[src/msi_pkg.sv]
package msi_pkg;

  // Register offsets
  localparam logic [7:0] ADDR_SYNC_STATUS = 8'h36;
  localparam logic [7:0] ADDR_PIN_CFG = 8'h37;
  localparam logic [7:0] ADDR_SRC_ENABLE = 8'h38;
  localparam logic [7:0] ADDR_SRC_STATUS = 8'h3a;
  localparam logic [7:0] ADDR_ACCEL_X_HIGH = 8'h3b;
  localparam logic [7:0] ADDR_ACCEL_X_LOW = 8'h3c;
  localparam logic [7:0] ADDR_ACCEL_Y_HIGH = 8'h3d;
  localparam logic [7:0] ADDR_ACCEL_Y_LOW = 8'h3e;
  localparam logic [7:0] ADDR_ACCEL_Z_HIGH = 8'h3f;
  localparam logic [7:0] ADDR_ACCEL_Z_LOW = 8'h40;
  localparam logic [7:0] ADDR_TEMP_HIGH = 8'h41;
  localparam logic [7:0] ADDR_TEMP_LOW = 8'h42;
  localparam logic [7:0] ADDR_MOTION_CTRL = 8'h69;

  // Pin configuration fields
  localparam int PIN_ACT_LOW_BIT = 7;
  localparam int PIN_OPEN_DRAIN_BIT = 6;
  localparam int PIN_LATCH_BIT = 5;
  localparam int PIN_ANY_RD_CLR_BIT = 4;
  localparam int SYNC_POLARITY_BIT = 3;
  localparam int SYNC_IRQ_EN_BIT = 2;

  // Source enable and status fields
  localparam int MOTION_WAKE_MSB = 7;
  localparam int MOTION_WAKE_LSB = 5;
  localparam int OVERFLOW_BIT = 4;
  localparam int GYRO_DRIVE_BIT = 2;
  localparam int DATA_READY_BIT = 0;
  localparam int SYNC_STATUS_BIT = 7;
  localparam int MOTION_DETECT_BIT = 7;
  localparam logic [2:0] MOTION_WAKE_ON = 3'h7;

  // Writable bits; reserved and always-zero bits read back as zero
  localparam logic [7:0] PIN_CFG_WMASK = 8'hfc;
  localparam logic [7:0] SRC_ENABLE_WMASK = 8'hf5;
  localparam logic [7:0] MOTION_CTRL_WMASK = 8'hc0;

  // Values after reset
  localparam logic [7:0] CFG_RESET = 8'h00;
  localparam logic [15:0] RESULT_RESET = 16'h0000;

  // Interrupt pulse width
  localparam int PULSE_NS = 50000;
  localparam int CLK_PERIOD_NS = 5;
  localparam int PULSE_CYCLES = PULSE_NS / CLK_PERIOD_NS;
  localparam int PULSE_CNT_W = 16;

  typedef enum logic [1:0] {
    MSI_PIN_IDLE = 2'b01,
    MSI_PIN_PULSE = 2'b10
  } msi_pin_state_t;

endpackage

[src/msi_pin_if.sv]
interface msi_pin_if;
  logic trig;
  logic hold;
  logic latch_en;
  logic act_low;
  logic open_drain;
  logic pin_o;
  logic pin_oe;

  modport ctrl (
    output trig,
    output hold,
    output latch_en,
    output act_low,
    output open_drain,
    input pin_o,
    input pin_oe
  );

  modport drv (
    input trig,
    input hold,
    input latch_en,
    input act_low,
    input open_drain,
    output pin_o,
    output pin_oe
  );
endinterface

[src/msi_top.sv]
// What this block does
// - Interrupt pin active low when polarity bit is 1, else active high.
// - Interrupt pin open drain when drive-type bit is 1, else push-pull.
// - Latch bit holds pin until status cleared; otherwise 50us pulse per interrupt.
// - Any-read-clear bit makes every read clear status; else only status reads.
// - Sync-level bit selects active-low or active-high frame sync input.
// - Sync enable lets frame sync reaching active level raise an interrupt.
// - Overflow reaches interrupt output only while its enable bit is set.
// - Enable bit gates gyro drive-ready source onto the interrupt output.
// - Enable bit gates data-ready source onto the interrupt output.
// - Motion-wake event shows as 111 in status; status read clears it.
// - Overflow sets its status bit; status read clears it.
// - Status bit records gyro drive-ready interrupt.
// - Data-ready sets its status bit; status read clears it.
// - Accel axes read as 16-bit values, high byte at lower address.
// - Temperature reads as 16-bit value, high byte first.
// - Frame sync interrupt sets its status bit; reading it clears it.
// - Motion-wake status arises only while motion detection is enabled.
module msi_top #(
  parameter int unsigned PULSE_CYCLES = msi_pkg::PULSE_CYCLES
) (
  input wire logic clk,
  input wire logic sys_rst,
  input wire logic ce,
  input wire logic [7:0] reg_addr,
  input wire logic reg_wr,
  input wire logic reg_rd,
  input wire logic [7:0] reg_wdata,
  output logic [7:0] reg_rdata,
  input wire logic frame_sync_pin,
  input wire logic motion_wake_event,
  input wire logic overflow_event,
  input wire logic gyro_drive_ready_event,
  input wire logic data_ready_event,
  input wire logic sample_valid,
  input wire logic [15:0] accel_x,
  input wire logic [15:0] accel_y,
  input wire logic [15:0] accel_z,
  input wire logic [15:0] temperature,
  input wire logic irq_output_pin_i,
  output logic irq_output_pin_o,
  output logic irq_output_pin_oe
);

  // Picks one byte of a 16-bit result, high byte for the lower address
  function automatic logic [7:0] msi_byte(input logic [15:0] word, input logic high);
    msi_byte = high ? word[15:8] : word[7:0];
  endfunction

  // Address match for a write or read strobe
  function automatic logic msi_hit(input logic strobe, input logic [7:0] addr,
                                   input logic [7:0] target);
    msi_hit = strobe && (addr == target);
  endfunction

  logic [7:0] pin_cfg_q, pin_cfg_d;
  logic [7:0] src_en_q, src_en_d;
  logic [7:0] motion_ctrl_q, motion_ctrl_d;
  logic [7:0] status_q, status_d;
  logic sync_status_q, sync_status_d;
  logic sync_meta_q, sync_stable_q, sync_prev_q;
  logic [15:0] accel_x_q, accel_x_d;
  logic [15:0] accel_y_q, accel_y_d;
  logic [15:0] accel_z_q, accel_z_d;
  logic [15:0] temp_q, temp_d;
  logic [7:0] rdata_q, rdata_d;
  logic sync_now;
  logic sync_before;
  logic sync_edge;
  logic clr_main;
  logic clr_sync;
  logic [7:0] set_vec;
  logic set_sync;
  logic [7:0] gate_vec;
  logic pending;
  logic trigger;

  msi_pin_if pin_bus ();

  // Configuration registers; reserved bits never store
  always_comb begin
    pin_cfg_d = pin_cfg_q;
    src_en_d = src_en_q;
    motion_ctrl_d = motion_ctrl_q;
    if (msi_hit(reg_wr, reg_addr, msi_pkg::ADDR_PIN_CFG)) begin
      pin_cfg_d = reg_wdata & msi_pkg::PIN_CFG_WMASK;
    end
    if (msi_hit(reg_wr, reg_addr, msi_pkg::ADDR_SRC_ENABLE)) begin
      src_en_d = reg_wdata & msi_pkg::SRC_ENABLE_WMASK;
    end
    if (msi_hit(reg_wr, reg_addr, msi_pkg::ADDR_MOTION_CTRL)) begin
      motion_ctrl_d = reg_wdata & msi_pkg::MOTION_CTRL_WMASK;
    end
  end

  always_ff @(posedge clk or posedge sys_rst) begin
    if (sys_rst) begin
      pin_cfg_q <= msi_pkg::CFG_RESET;
      src_en_q <= msi_pkg::CFG_RESET;
      motion_ctrl_q <= msi_pkg::CFG_RESET;
    end else if (ce) begin
      pin_cfg_q <= pin_cfg_d;
      src_en_q <= src_en_d;
      motion_ctrl_q <= motion_ctrl_d;
    end
  end

  // Frame sync arrives from a pin: two flops, then a third for edge history
  always_ff @(posedge clk or posedge sys_rst) begin
    if (sys_rst) begin
      sync_meta_q <= 1'b0;
      sync_stable_q <= 1'b0;
      sync_prev_q <= 1'b0;
    end else if (ce) begin
      sync_meta_q <= frame_sync_pin;
      sync_stable_q <= sync_meta_q;
      sync_prev_q <= sync_stable_q;
    end
  end

  // Normalise to active-high, then look for entry into the active level
  assign sync_now = sync_stable_q ^ pin_cfg_q[msi_pkg::SYNC_POLARITY_BIT];
  assign sync_before = sync_prev_q ^ pin_cfg_q[msi_pkg::SYNC_POLARITY_BIT];
  assign sync_edge = sync_now && !sync_before;

  // Sources that set status this cycle
  always_comb begin
    set_vec = 8'h00;
    if (motion_wake_event && motion_ctrl_q[msi_pkg::MOTION_DETECT_BIT]) begin
      set_vec[msi_pkg::MOTION_WAKE_MSB:msi_pkg::MOTION_WAKE_LSB] = msi_pkg::MOTION_WAKE_ON;
    end
    set_vec[msi_pkg::OVERFLOW_BIT] = overflow_event;
    set_vec[msi_pkg::GYRO_DRIVE_BIT] = gyro_drive_ready_event;
    set_vec[msi_pkg::DATA_READY_BIT] = data_ready_event;
    set_sync = sync_edge && pin_cfg_q[msi_pkg::SYNC_IRQ_EN_BIT];
  end

  // Read-to-clear: a set in the same cycle as the clearing read survives
  always_comb begin
    clr_main = reg_rd && (pin_cfg_q[msi_pkg::PIN_ANY_RD_CLR_BIT]
                          || reg_addr == msi_pkg::ADDR_SRC_STATUS);
    clr_sync = reg_rd && (pin_cfg_q[msi_pkg::PIN_ANY_RD_CLR_BIT]
                          || reg_addr == msi_pkg::ADDR_SYNC_STATUS);
    status_d = (clr_main ? 8'h00 : status_q) | set_vec;
    sync_status_d = (clr_sync ? 1'b0 : sync_status_q) | set_sync;
  end

  always_ff @(posedge clk or posedge sys_rst) begin
    if (sys_rst) begin
      status_q <= 8'h00;
      sync_status_q <= 1'b0;
    end else if (ce) begin
      status_q <= status_d;
      sync_status_q <= sync_status_d;
    end
  end

  // Results captured whole per sample so both bytes of a pair agree
  always_comb begin
    accel_x_d = accel_x_q;
    accel_y_d = accel_y_q;
    accel_z_d = accel_z_q;
    temp_d = temp_q;
    if (sample_valid) begin
      accel_x_d = accel_x;
      accel_y_d = accel_y;
      accel_z_d = accel_z;
      temp_d = temperature;
    end
  end

  always_ff @(posedge clk or posedge sys_rst) begin
    if (sys_rst) begin
      accel_x_q <= msi_pkg::RESULT_RESET;
      accel_y_q <= msi_pkg::RESULT_RESET;
      accel_z_q <= msi_pkg::RESULT_RESET;
      temp_q <= msi_pkg::RESULT_RESET;
    end else if (ce) begin
      accel_x_q <= accel_x_d;
      accel_y_q <= accel_y_d;
      accel_z_q <= accel_z_d;
      temp_q <= temp_d;
    end
  end

  // Read data, registered; unmapped offsets read zero
  always_comb begin
    rdata_d = rdata_q;
    if (reg_rd) begin
      case (reg_addr)
        msi_pkg::ADDR_SYNC_STATUS: rdata_d = {sync_status_q, 7'h00};
        msi_pkg::ADDR_PIN_CFG: rdata_d = pin_cfg_q;
        msi_pkg::ADDR_SRC_ENABLE: rdata_d = src_en_q;
        msi_pkg::ADDR_SRC_STATUS: rdata_d = status_q;
        msi_pkg::ADDR_ACCEL_X_HIGH: rdata_d = msi_byte(accel_x_q, 1'b1);
        msi_pkg::ADDR_ACCEL_X_LOW: rdata_d = msi_byte(accel_x_q, 1'b0);
        msi_pkg::ADDR_ACCEL_Y_HIGH: rdata_d = msi_byte(accel_y_q, 1'b1);
        msi_pkg::ADDR_ACCEL_Y_LOW: rdata_d = msi_byte(accel_y_q, 1'b0);
        msi_pkg::ADDR_ACCEL_Z_HIGH: rdata_d = msi_byte(accel_z_q, 1'b1);
        msi_pkg::ADDR_ACCEL_Z_LOW: rdata_d = msi_byte(accel_z_q, 1'b0);
        msi_pkg::ADDR_TEMP_HIGH: rdata_d = msi_byte(temp_q, 1'b1);
        msi_pkg::ADDR_TEMP_LOW: rdata_d = msi_byte(temp_q, 1'b0);
        msi_pkg::ADDR_MOTION_CTRL: rdata_d = motion_ctrl_q;
        default: rdata_d = 8'h00;
      endcase
    end
  end

  always_ff @(posedge clk or posedge sys_rst) begin
    if (sys_rst) begin
      rdata_q <= 8'h00;
    end else if (ce) begin
      rdata_q <= rdata_d;
    end
  end

  assign reg_rdata = rdata_q;

  // Enable gating; motion wake needs all three enable bits
  always_comb begin
    gate_vec = src_en_q;
    gate_vec[msi_pkg::MOTION_WAKE_MSB:msi_pkg::MOTION_WAKE_LSB] =
      {3{src_en_q[msi_pkg::MOTION_WAKE_MSB:msi_pkg::MOTION_WAKE_LSB]
         == msi_pkg::MOTION_WAKE_ON}};
    gate_vec[msi_pkg::OVERFLOW_BIT] = src_en_q[msi_pkg::OVERFLOW_BIT];
    gate_vec[msi_pkg::GYRO_DRIVE_BIT] = src_en_q[msi_pkg::GYRO_DRIVE_BIT];
    gate_vec[msi_pkg::DATA_READY_BIT] = src_en_q[msi_pkg::DATA_READY_BIT];
    pending = (|(status_q & gate_vec)) || sync_status_q;
    trigger = (|(set_vec & gate_vec)) || set_sync;
  end

  // Pin stage receives live config so mode changes act at once
  assign pin_bus.trig = trigger;
  assign pin_bus.hold = pending;
  assign pin_bus.latch_en = pin_cfg_q[msi_pkg::PIN_LATCH_BIT];
  assign pin_bus.act_low = pin_cfg_q[msi_pkg::PIN_ACT_LOW_BIT];
  assign pin_bus.open_drain = pin_cfg_q[msi_pkg::PIN_OPEN_DRAIN_BIT];

  msi_irq_pin #(
    .PULSE_CYCLES(PULSE_CYCLES)
  ) u_irq_pin (
    .clk(clk),
    .sys_rst(sys_rst),
    .ce(ce),
    .pin(pin_bus.drv)
  );

  assign irq_output_pin_o = pin_bus.pin_o;
  assign irq_output_pin_oe = pin_bus.pin_oe;

  AST_SYNC_RAISES:
    assert property (@(posedge clk) disable iff (sys_rst)
      ce && sync_edge && pin_cfg_q[msi_pkg::SYNC_IRQ_EN_BIT] |=> sync_status_q)
    else $error("frame sync edge lost");

  AST_SYNC_DISABLED:
    assert property (@(posedge clk) disable iff (sys_rst)
      ce && !pin_cfg_q[msi_pkg::SYNC_IRQ_EN_BIT] && !sync_status_q |=> !sync_status_q)
    else $error("disabled frame sync raised status");

  AST_SYNC_READ_CLEARS:
    assert property (@(posedge clk) disable iff (sys_rst)
      ce && msi_hit(reg_rd, reg_addr, msi_pkg::ADDR_SYNC_STATUS) && !set_sync
        |=> !sync_status_q)
    else $error("frame sync status survived its read");

  AST_MOTION_SETS_ALL:
    assert property (@(posedge clk) disable iff (sys_rst)
      ce && motion_wake_event && motion_ctrl_q[msi_pkg::MOTION_DETECT_BIT]
        |=> status_q[7:5] == 3'h7)
    else $error("motion wake not reported as all ones");

  AST_MOTION_NEEDS_DETECT:
    assert property (@(posedge clk) disable iff (sys_rst)
      ce && !motion_ctrl_q[msi_pkg::MOTION_DETECT_BIT] && status_q[7:5] == 3'h0
        |=> status_q[7:5] == 3'h0)
    else $error("motion wake status without detection enabled");

  AST_SET_BEATS_CLEAR:
    assert property (@(posedge clk) disable iff (sys_rst)
      ce && overflow_event && clr_main |=> status_q[4])
    else $error("overflow lost against clearing read");

  AST_DRDY_SETS:
    assert property (@(posedge clk) disable iff (sys_rst)
      ce && data_ready_event |=> status_q[0])
    else $error("data ready status not set");

  AST_STATUS_READ_CLEARS:
    assert property (@(posedge clk) disable iff (sys_rst)
      ce && clr_main && set_vec == 8'h00 |=> status_q == 8'h00 && !$past(reg_wr))
    else $error("status not cleared by read");

  AST_OTHER_READ_KEEPS:
    assert property (@(posedge clk) disable iff (sys_rst)
      ce && reg_rd && !pin_cfg_q[msi_pkg::PIN_ANY_RD_CLR_BIT]
        && reg_addr != msi_pkg::ADDR_SRC_STATUS |=> status_q == $past(status_q | set_vec))
    else $error("status cleared by unrelated read");

  AST_STATUS_READBACK:
    assert property (@(posedge clk) disable iff (sys_rst)
      ce && msi_hit(reg_rd, reg_addr, msi_pkg::ADDR_SRC_STATUS) |=> reg_rdata == $past(status_q))
    else $error("status read returned wrong value");

  AST_ACCEL_HIGH_FIRST:
    assert property (@(posedge clk) disable iff (sys_rst)
      ce && msi_hit(reg_rd, reg_addr, msi_pkg::ADDR_ACCEL_X_HIGH)
        |=> reg_rdata == $past(accel_x_q[15:8]))
    else $error("accel x high byte misplaced");

  AST_TEMP_HIGH_FIRST:
    assert property (@(posedge clk) disable iff (sys_rst)
      ce && msi_hit(reg_rd, reg_addr, msi_pkg::ADDR_TEMP_HIGH)
        |=> reg_rdata == $past(temp_q[15:8]))
    else $error("temperature high byte misplaced");

  AST_OVERFLOW_GATED:
    assert property (@(posedge clk) disable iff (sys_rst)
      ce && !src_en_q[msi_pkg::OVERFLOW_BIT] && set_vec == 8'h10 && !set_sync
        |-> !trigger)
    else $error("overflow triggered while disabled");

endmodule

[src/msi_irq_pin.sv]
module msi_irq_pin #(
  parameter int unsigned PULSE_CYCLES = msi_pkg::PULSE_CYCLES
) (
  input wire logic clk,
  input wire logic sys_rst,
  input wire logic ce,
  msi_pin_if.drv pin
);

  localparam logic [msi_pkg::PULSE_CNT_W-1:0] PULSE_LOAD =
    msi_pkg::PULSE_CNT_W'(PULSE_CYCLES - 1);

  msi_pkg::msi_pin_state_t state_q, state_d;
  logic [msi_pkg::PULSE_CNT_W-1:0] cnt_q, cnt_d;
  logic pin_o_q, pin_o_d;
  logic pin_oe_q, pin_oe_d;
  logic asserted;
  logic level;
  logic seen_level;

  // Pulse timer; a new event restarts the full width
  always_comb begin
    state_d = state_q;
    cnt_d = cnt_q;
    unique case (state_q)
      msi_pkg::MSI_PIN_IDLE: begin
        if (pin.trig && !pin.latch_en) begin
          state_d = msi_pkg::MSI_PIN_PULSE;
          cnt_d = PULSE_LOAD;
        end
      end
      msi_pkg::MSI_PIN_PULSE: begin
        if (pin.latch_en) begin
          state_d = msi_pkg::MSI_PIN_IDLE;
        end else if (pin.trig) begin
          cnt_d = PULSE_LOAD;
        end else if (cnt_q == '0) begin
          state_d = msi_pkg::MSI_PIN_IDLE;
        end else begin
          cnt_d = cnt_q - 1'b1;
        end
      end
      default: begin
        state_d = msi_pkg::MSI_PIN_IDLE;
      end
    endcase
    // Latched mode follows pending status, pulse mode the timer
    asserted = pin.latch_en ? pin.hold : (state_d == msi_pkg::MSI_PIN_PULSE);
    level = asserted ^ pin.act_low;
    // Open drain only ever pulls low; a high level is left to the pull-up
    if (pin.open_drain) begin
      pin_o_d = 1'b0;
      pin_oe_d = !level;
    end else begin
      pin_o_d = level;
      pin_oe_d = 1'b1;
    end
  end

  always_ff @(posedge clk or posedge sys_rst) begin
    if (sys_rst) begin
      state_q <= msi_pkg::MSI_PIN_IDLE;
      cnt_q <= '0;
      pin_o_q <= 1'b0;
      pin_oe_q <= 1'b0;
    end else if (ce) begin
      state_q <= state_d;
      cnt_q <= cnt_d;
      pin_o_q <= pin_o_d;
      pin_oe_q <= pin_oe_d;
    end
  end

  assign pin.pin_o = pin_o_q;
  assign pin.pin_oe = pin_oe_q;

  // Wire level as seen outside, released open drain reads high
  assign seen_level = pin_oe_q ? pin_o_q : 1'b1;

  AST_PIN_LATCH_LEVEL:
    assert property (@(posedge clk) disable iff (sys_rst)
      ce && pin.latch_en && pin.hold |=> seen_level == !$past(pin.act_low))
    else $error("latched interrupt not shown at configured level");

  AST_PIN_IDLE_LEVEL:
    assert property (@(posedge clk) disable iff (sys_rst)
      ce && pin.latch_en && !pin.hold |=> seen_level == $past(pin.act_low))
    else $error("interrupt pin active without pending status");

  AST_PUSH_PULL_DRIVES:
    assert property (@(posedge clk) disable iff (sys_rst)
      ce && !sys_rst && !pin.open_drain |=> pin_oe_q) // Release edge still resets flops
    else $error("push-pull pin not driven");

  AST_OPEN_DRAIN_LOW_ONLY:
    assert property (@(posedge clk) disable iff (sys_rst)
      ce && pin.open_drain |=> !(pin_oe_q && pin_o_q))
    else $error("open-drain pin driven high");

  AST_PULSE_START:
    assert property (@(posedge clk) disable iff (sys_rst)
      ce && !pin.latch_en && pin.trig |=> state_q == msi_pkg::MSI_PIN_PULSE
        && cnt_q == PULSE_LOAD)
    else $error("pulse not started with full width");

  AST_PULSE_ENDS:
    assert property (@(posedge clk) disable iff (sys_rst)
      ce && !pin.latch_en && !pin.trig && state_q == msi_pkg::MSI_PIN_PULSE
        && cnt_q == '0 |=> state_q == msi_pkg::MSI_PIN_IDLE)
    else $error("pulse outlived its width");

endmodule

[config.mk]
export PLATFORM = sky130hd
export DESIGN_NAME = msi_top
export DESIGN_NICKNAME = d
export VERILOG_FILES = /design/src/msi_pkg.sv /design/src/msi_pin_if.sv /design/src/msi_top.sv /design/src/msi_irq_pin.sv
export SDC_FILE = /design/constraint.sdc
export NUM_CORES = 1
export LEC_CHECK = 0
export BUFFER_PORTS_ARGS = -buffer_cell sky130_fd_sc_hd__buf_4
export CAP_MARGIN = 5
export CORE_MARGIN = 2
export CORE_UTILIZATION = 35
export DETAILED_ROUTE_END_ITERATION = 8
export SLEW_MARGIN = 40
export SYNTH_ARGS = -nofsm -noshare
export SYNTH_HDL_FRONTEND = slang
export SYNTH_SLANG_ARGS = --single-unit
[constraint.sdc]
create_clock -name clk -period 2.8 [get_ports clk]
set_input_delay 0 -clock clk [delete_from_list [all_inputs] [get_ports clk]]
set_output_delay 0 -clock clk [all_outputs]
set_load 0.02 [all_outputs]
### Yosys cells after proc, flatten, opt, wreduce, memory -nomap -nowiden

Index checks and enable logic that the tools add are counted.

| word-level totals | value |
|---|---|
| register bits | 118 |
| input port bits | 92 |
| output and inout bits | 10 |
| logic and storage cells | 88 |

| cells by class | value |
|---|---|
| $add $sub $neg | 1 |
| eq/ne operators | 20 |
| multiplexer cells | 17 |
| bitwise operators | 7 |
| reduce and logical (&&, ||, !) cells | 26 |

Operators by type and width:

| kind | number |
|---|---|
| $pmux 8 s13 | 1 |
| $eq 8x6->1 const B | 9 |
| $mux 16 | 4 |
| $eq 8x7->1 const B | 4 |
| $pmux 16 s2 | 1 |
| $and 8x8->8 | 2 |
| $logic_not 16->1 | 1 |
| $reduce_or 8->1 | 2 |
| $sub 16x1->16 const B | 1 |
| $reduce_and 2->1 | 5 |
| $logic_and 1x1->1 | 9 |
| $mux 2 | 4 |
| $mux 8 | 1 |
| $or 8x8->8 | 1 |
| $reduce_and 5->1 | 1 |
| $eq 2x2->1 const B | 2 |
| $logic_or 1x1->1 | 4 |
| $mux 1 | 4 |
| $pmux 2 s2 | 1 |
| $eq 3x3->1 const B | 1 |
| $logic_not 1->1 | 3 |
| $mux 3 | 1 |
| $ne 3x2->1 const B | 1 |
| $xor 1x1->1 | 3 |
| 5 further kinds | 5 |

### Depth between registers and ports, before layout

| logic depth | value |
|---|---|
| depth in word-level cells | 13 |
| gate-level depth with buffers | 8 |

### Modules after synthesis

Synthesis repeated with hierarchy kept, for this count alone.

| second synthesis, totals | value |
|---|---|
| cells, all modules | 499 |
| area, all modules | 5860.6 µm² |

By module, submodules not included:

| module | instances | cells each | area an instance (µm²) | seq. area each (µm²) |
|---|---|---|---|---|
| msi_top | 1 | 360 | 4574.4 | 2402.3 |
| msi_irq_pin | 1 | 139 | 1286.2 | 501.7 |

### Worst setup path before layout

No wires, ideal clock.

| timing path | value |
|---|---|
| path kind | register to register |
| start point | register u_irq_pin.cnt_q[0] (netlist bit) |
| end point | register u_irq_pin.cnt_q[9] (netlist bit) |
| data arrival time | 2.016 ns |
| data required time | 2.679 ns |
| path slack | 0.663 ns |
| cell stages (with the launch flop) | 9 |
| path buffers | 1 |
| clock period less this slack | 2.137 ns |
| cell sequence | dfrtp_1 inv_1 ha_1 nor4b_1 nand4b_2 a211oi_4 nor2_2 buf_6 a22o_1 |

| on the way | value |
|---|---|
| word-level cells in the longest chain between the ends | 5 |

Ends and longest elaborated chain:

| what | RTL line | text |
|---|---|---|
| from (decl) | msi_irq_pin.sv:14 | `logic [msi_pkg::PULSE_CNT_W-1:0] cnt_q, cnt_d;` |
| from (signal assigned) | msi_irq_pin.sv:68 | `cnt_q <= cnt_d;` |
| $sub 16x1->16 | msi_irq_pin.sv:40 | `cnt_d = cnt_q - 1'b1;` |
| $mux 16 | msi_irq_pin.sv:37 | `end else if (cnt_q == '0) begin` |
| $mux 16 | msi_irq_pin.sv:35 | `end else if (pin.trig) begin` |
| $mux 16 | msi_irq_pin.sv:33 | `if (pin.latch_en) begin` |
| $pmux 16 s2 | msi_irq_pin.sv:25 | `unique case (state_q)` |

Parallel ways exist; a longest one is shown, timed or not. The select of a mux whose other input is x is not followed.
A chain may end at the register's enable or synchronous reset.

### Worst setup path after layout

| timing path | value |
|---|---|
| start point | register u_irq_pin.cnt_q[0] (netlist bit) |
| end point | register u_irq_pin.cnt_q[13] (netlist bit) |

Same word-level chain as after synthesis.

==> flow_metrics.py <==
metrics = {
    "run_status": {
        "outcome": "complete, no violations",
    },
    "place": {
        "io_buffers": 99,
        "place_area_um2": 6893,
        "dpl_worst_slack_ps": 319.4,
        "dp.cells": 817,
        "dp_hpwl_um": 11540,
        "place.gp.congestion": 0.9043,
    },
    "detailed_routing": {
        "wl_met1_um": 7010,
        "vias": 4918,
        "dr_wl_met3_um": 907,
        "ant_nets": 0,
        "vias_per_cell": 5.323,
        "wl_um": 16670,
        "highest_layer": "met4",
        "first_pass_iters": 5,
        "avgRoutedWirePerCell_um": 18.04,
        "drt_iter0_markers": 362,
        "wl_met2_um": 8372,
        "drc": 0,
    },
    "synthesis": {
        "synth_edf_count": 0,
        "synth-seq-cells": 116,
        "synthTopCellsByCount": "dfrtp_1, mux2_2, nand2_1, nor2_1, o21ai_0",
        "synth_ff_type": "dfrtp_1",
        "synth_seq_area_share": 0.4922,
        "yosys.area_share.simple": 0.1351,
        "synth_area_um2": 5901,
        "synth.area.mux_share": 0.1936,
        "synth-adder-area-share": 0.006361,
        "synth.most_common_cell": "dfrtp_1",
        "synth-xor-area-share": 0,
        "yosysTopAreaCell": "dfrtp_1",
        "syn_nets": 612,
        "synth.distinct_cells": 71,
        "synth_top_area_frac": 0.4877,
        "yosysWarningCount": 0,
        "avgSynthCellArea_um2": 11.41,
        "synth_compound_area_frac": 0.1438,
        "synthTopCellsByArea": "dfrtp_1, mux2_2, mux2i_1, nand2_1, o21ai_0",
        "async_flop_share": 1.000,
        "synthCells": 517,
        "synth_top_family_by_area": "multiplexers",
    },
    "critical_path": {
        "arrival_ps": 2770,
        "slowest_stage": "a211oi_4",
        "worst_setup_path_end_kind": "register",
        "cpLargestDelayFamily": "simple AND/OR/NAND/NOR gates",
        "crit_fanout": 12,
        "crit_path_start_kind": "register",
        "rrSetupSlack_ps": 320,
        "crit_chain": "inv_1 -> ha_1 -> nor4b_1 -> nand4b_2 -> a211oi_4 -> nor2_2 -> a22o_1",
        "worstSetupPathDepth": 7,
        "slowest_delay_ps": 460,
        "r2r_cells": 7,
        "path_buf_inv": 1,
        "critical_path_required_ps": 3090,
        "crit_type": "reg -> reg",
    },
    "pwr": {
        "power_leakage_nw": 3.592,
        "peakVddDrop_v": 0.0004496,
        "p_per_area_nw_per_um2": 614.2,
    },
    "clocking": {
        "clockBufferDepth": 2,
        "numCtsBuffers": 17,
        "cts_tree": "yes",
        "htreeDepth": 4,
        "cts_setup_buffers": 0,
        "clk_pin_slew_ps": 50,
        "cts.sinks": 116,
        "clk_latency_ps": 410,
        "clockRootBuffer": "clkbuf_16",
    },
    "finish": {
        "final_area_um2": 8224,
        "multi_input_area_um2": 2829,
        "regArea_um2": 2904,
        "nets": 788,
        "diodes": 0,
        "final_cells": 924,
        "fillCellCount": 1488,
        "syn_to_final_growth_pct": 39.38,
        "drive_gt1_frac": 0.3409,
    },
    "grt": {
        "grt_pass1_vias": 5254,
        "antenna_found_initial": 0,
        "grt_remaining_overflow": 0,
        "grt_usage": 0.1958,
        "grt_max_degree": 117,
        "grt_pass1_wl_um": 27140,
    },
    "worst_hold_path": {
        "min_path_type": "in -> reg",
        "holdPathStages": 4,
    },
    "sta": {
        "setup_viol": 0,
        "slew_violations": 0,
        "setup-tns-final_ps": 0,
        "min_period_ps": 2482,
        "worst_pin_slew_ps": 823.5,
        "skew_ps": 7.978,
        "finalCritPeriodShare": 0.8866,
        "layout_setup_ws_ps": 317.7,
        "slew_headroom": 0.4496,
        "hold_viol_final": 0,
        "rsz0062_at_grt": "false",
        "fmaxAchievable_mhz": 402.8,
    },
    "floorplanning": {
        "die_width_um": 133.8,
        "start_util": 0.3571,
        "fp-row-count": 47,
        "die_area_um2": 17910,
        "chipHeight_um": 133.8,
        "core_um2": 16520,
        "ios": 102,
    },
    "flow_run": {
        "maxCapViolations": 0,
    },
}
[routing by layer]
layer | up-vias | track usage
li1 | 2322 | -
met1 | 2446 | 0.2391
met2 | 127 | 0.3311
met3 | 23 | 0.05480
met4 | 0 | 0.07210
met5 | - | 0
[final timing paths]
| check | start | endpoint |
|---|---|---|
| min reg2reg | reg_rdata[3] | reg_rdata[3] |
| min | motion_wake_event | status_q[6] |
| min in group asynchronous | sys_rst | u_irq_pin.state_q[1] |
| max reg2reg | u_irq_pin.cnt_q[0] | u_irq_pin.cnt_q[13] |
| max in group asynchronous | sys_rst | temp_q[8] |
| max | u_irq_pin.cnt_q[0] | u_irq_pin.cnt_q[13] |
[cells in the final DEF (no fill, tap or decap), types with 3 or more instances in the layout]
master and count:
a211oi_1 3, a21o_1 6, a21oi_1 17, a221oi_1 4
a22o_1 10, a311oi_1 4, a31oi_1 13, a32oi_1 4
and3_1 3, buf_4 104, clkbuf_1 5, clkbuf_16 17
clkbuf_8 3, clkinv_2 3, dfrtp_1 115, dlygate4sd3_1 77
ha_1 3, inv_1 15, mux2_2 85, mux2i_1 14
nand2_1 31, nand3_1 18, nand3b_1 3, nand4_1 3
nand4b_1 4, nor2_1 24, nor2b_1 4, nor3_1 7
nor3_2 3, nor4_1 8, o211ai_1 3, o21a_1 3
o21ai_0 20, o2bb2ai_1 4, or2_2 3, or3_1 4
[registers in the layout, summed over array words and instances (netlist names), 2 cells and up]
signal             cells
temp_q                16
accel_z_q             16
reg_rdata              8
src_en_q               6
status_q               6
u_irq_pin.cnt_q       16
accel_y_q             16
motion_ctrl_q          2
pin_cfg_q              6
u_irq_pin.state_q      2
accel_x_q             16
[tightest hold or removal path, cell delays in order]
cell	delay, ps
buf_4	120
nand2_1	70
nor2_1	70
a21o_1	150
[kinds of logic (layout without fill, tap and decap cells)]
group | count (synthesis) | in the layout
muxes | 101 | 101
adders and majority gates | 3 | 3
DFF | 116 | 116
AOI/OAI and AO/OA | 117 | 117
and+or+nand+nor | 138 | 138
buffers and inverters | 42 | 229
[power by group]
part / total [W] / leakage [nW] / switching [W] / internal, W
registers: 0.00206 / 1.40 / 0.000164 / 0.00189
clock network: 0.00208 / 0.277 / 0.000714 / 0.00136
logic: 0.000916 / 1.92 / 0.000439 / 0.000477
total: 0.00505 / 3.59 / 0.00132 / 0.00373
[stage by stage]
stage            util  total power, W  hold slack, ps
6_report       0.4977        0.005051           38.63
4_1_cts        0.4977        0.005091           16.46
2_1_floorplan       -        0.002598           146.0
5_1_grt        0.4977        0.005293           61.06
3_3_place_gp   0.4171        0.002867           231.0
3_5_place_dp   0.4171        0.002910           236.9
[final cells by class]
class,instances,share of cell area
Sequential cell,116,0.3531
Tap cell,220,0.03347
Timing Repair Buffer,183,0.1935
Inverter,16,0.007759
Clock inverter,5,0.009128
Clock buffer,25,0.05903
Multi-Input combinational cell,359,0.3440
[repair_timing]
item                                   4_1_cts  5_1_grt
endpoints found under the hold margin      198        0
gates resized for setup                      0        0
hold buffers                                77        0
Power figures use the tool's default switching activity.
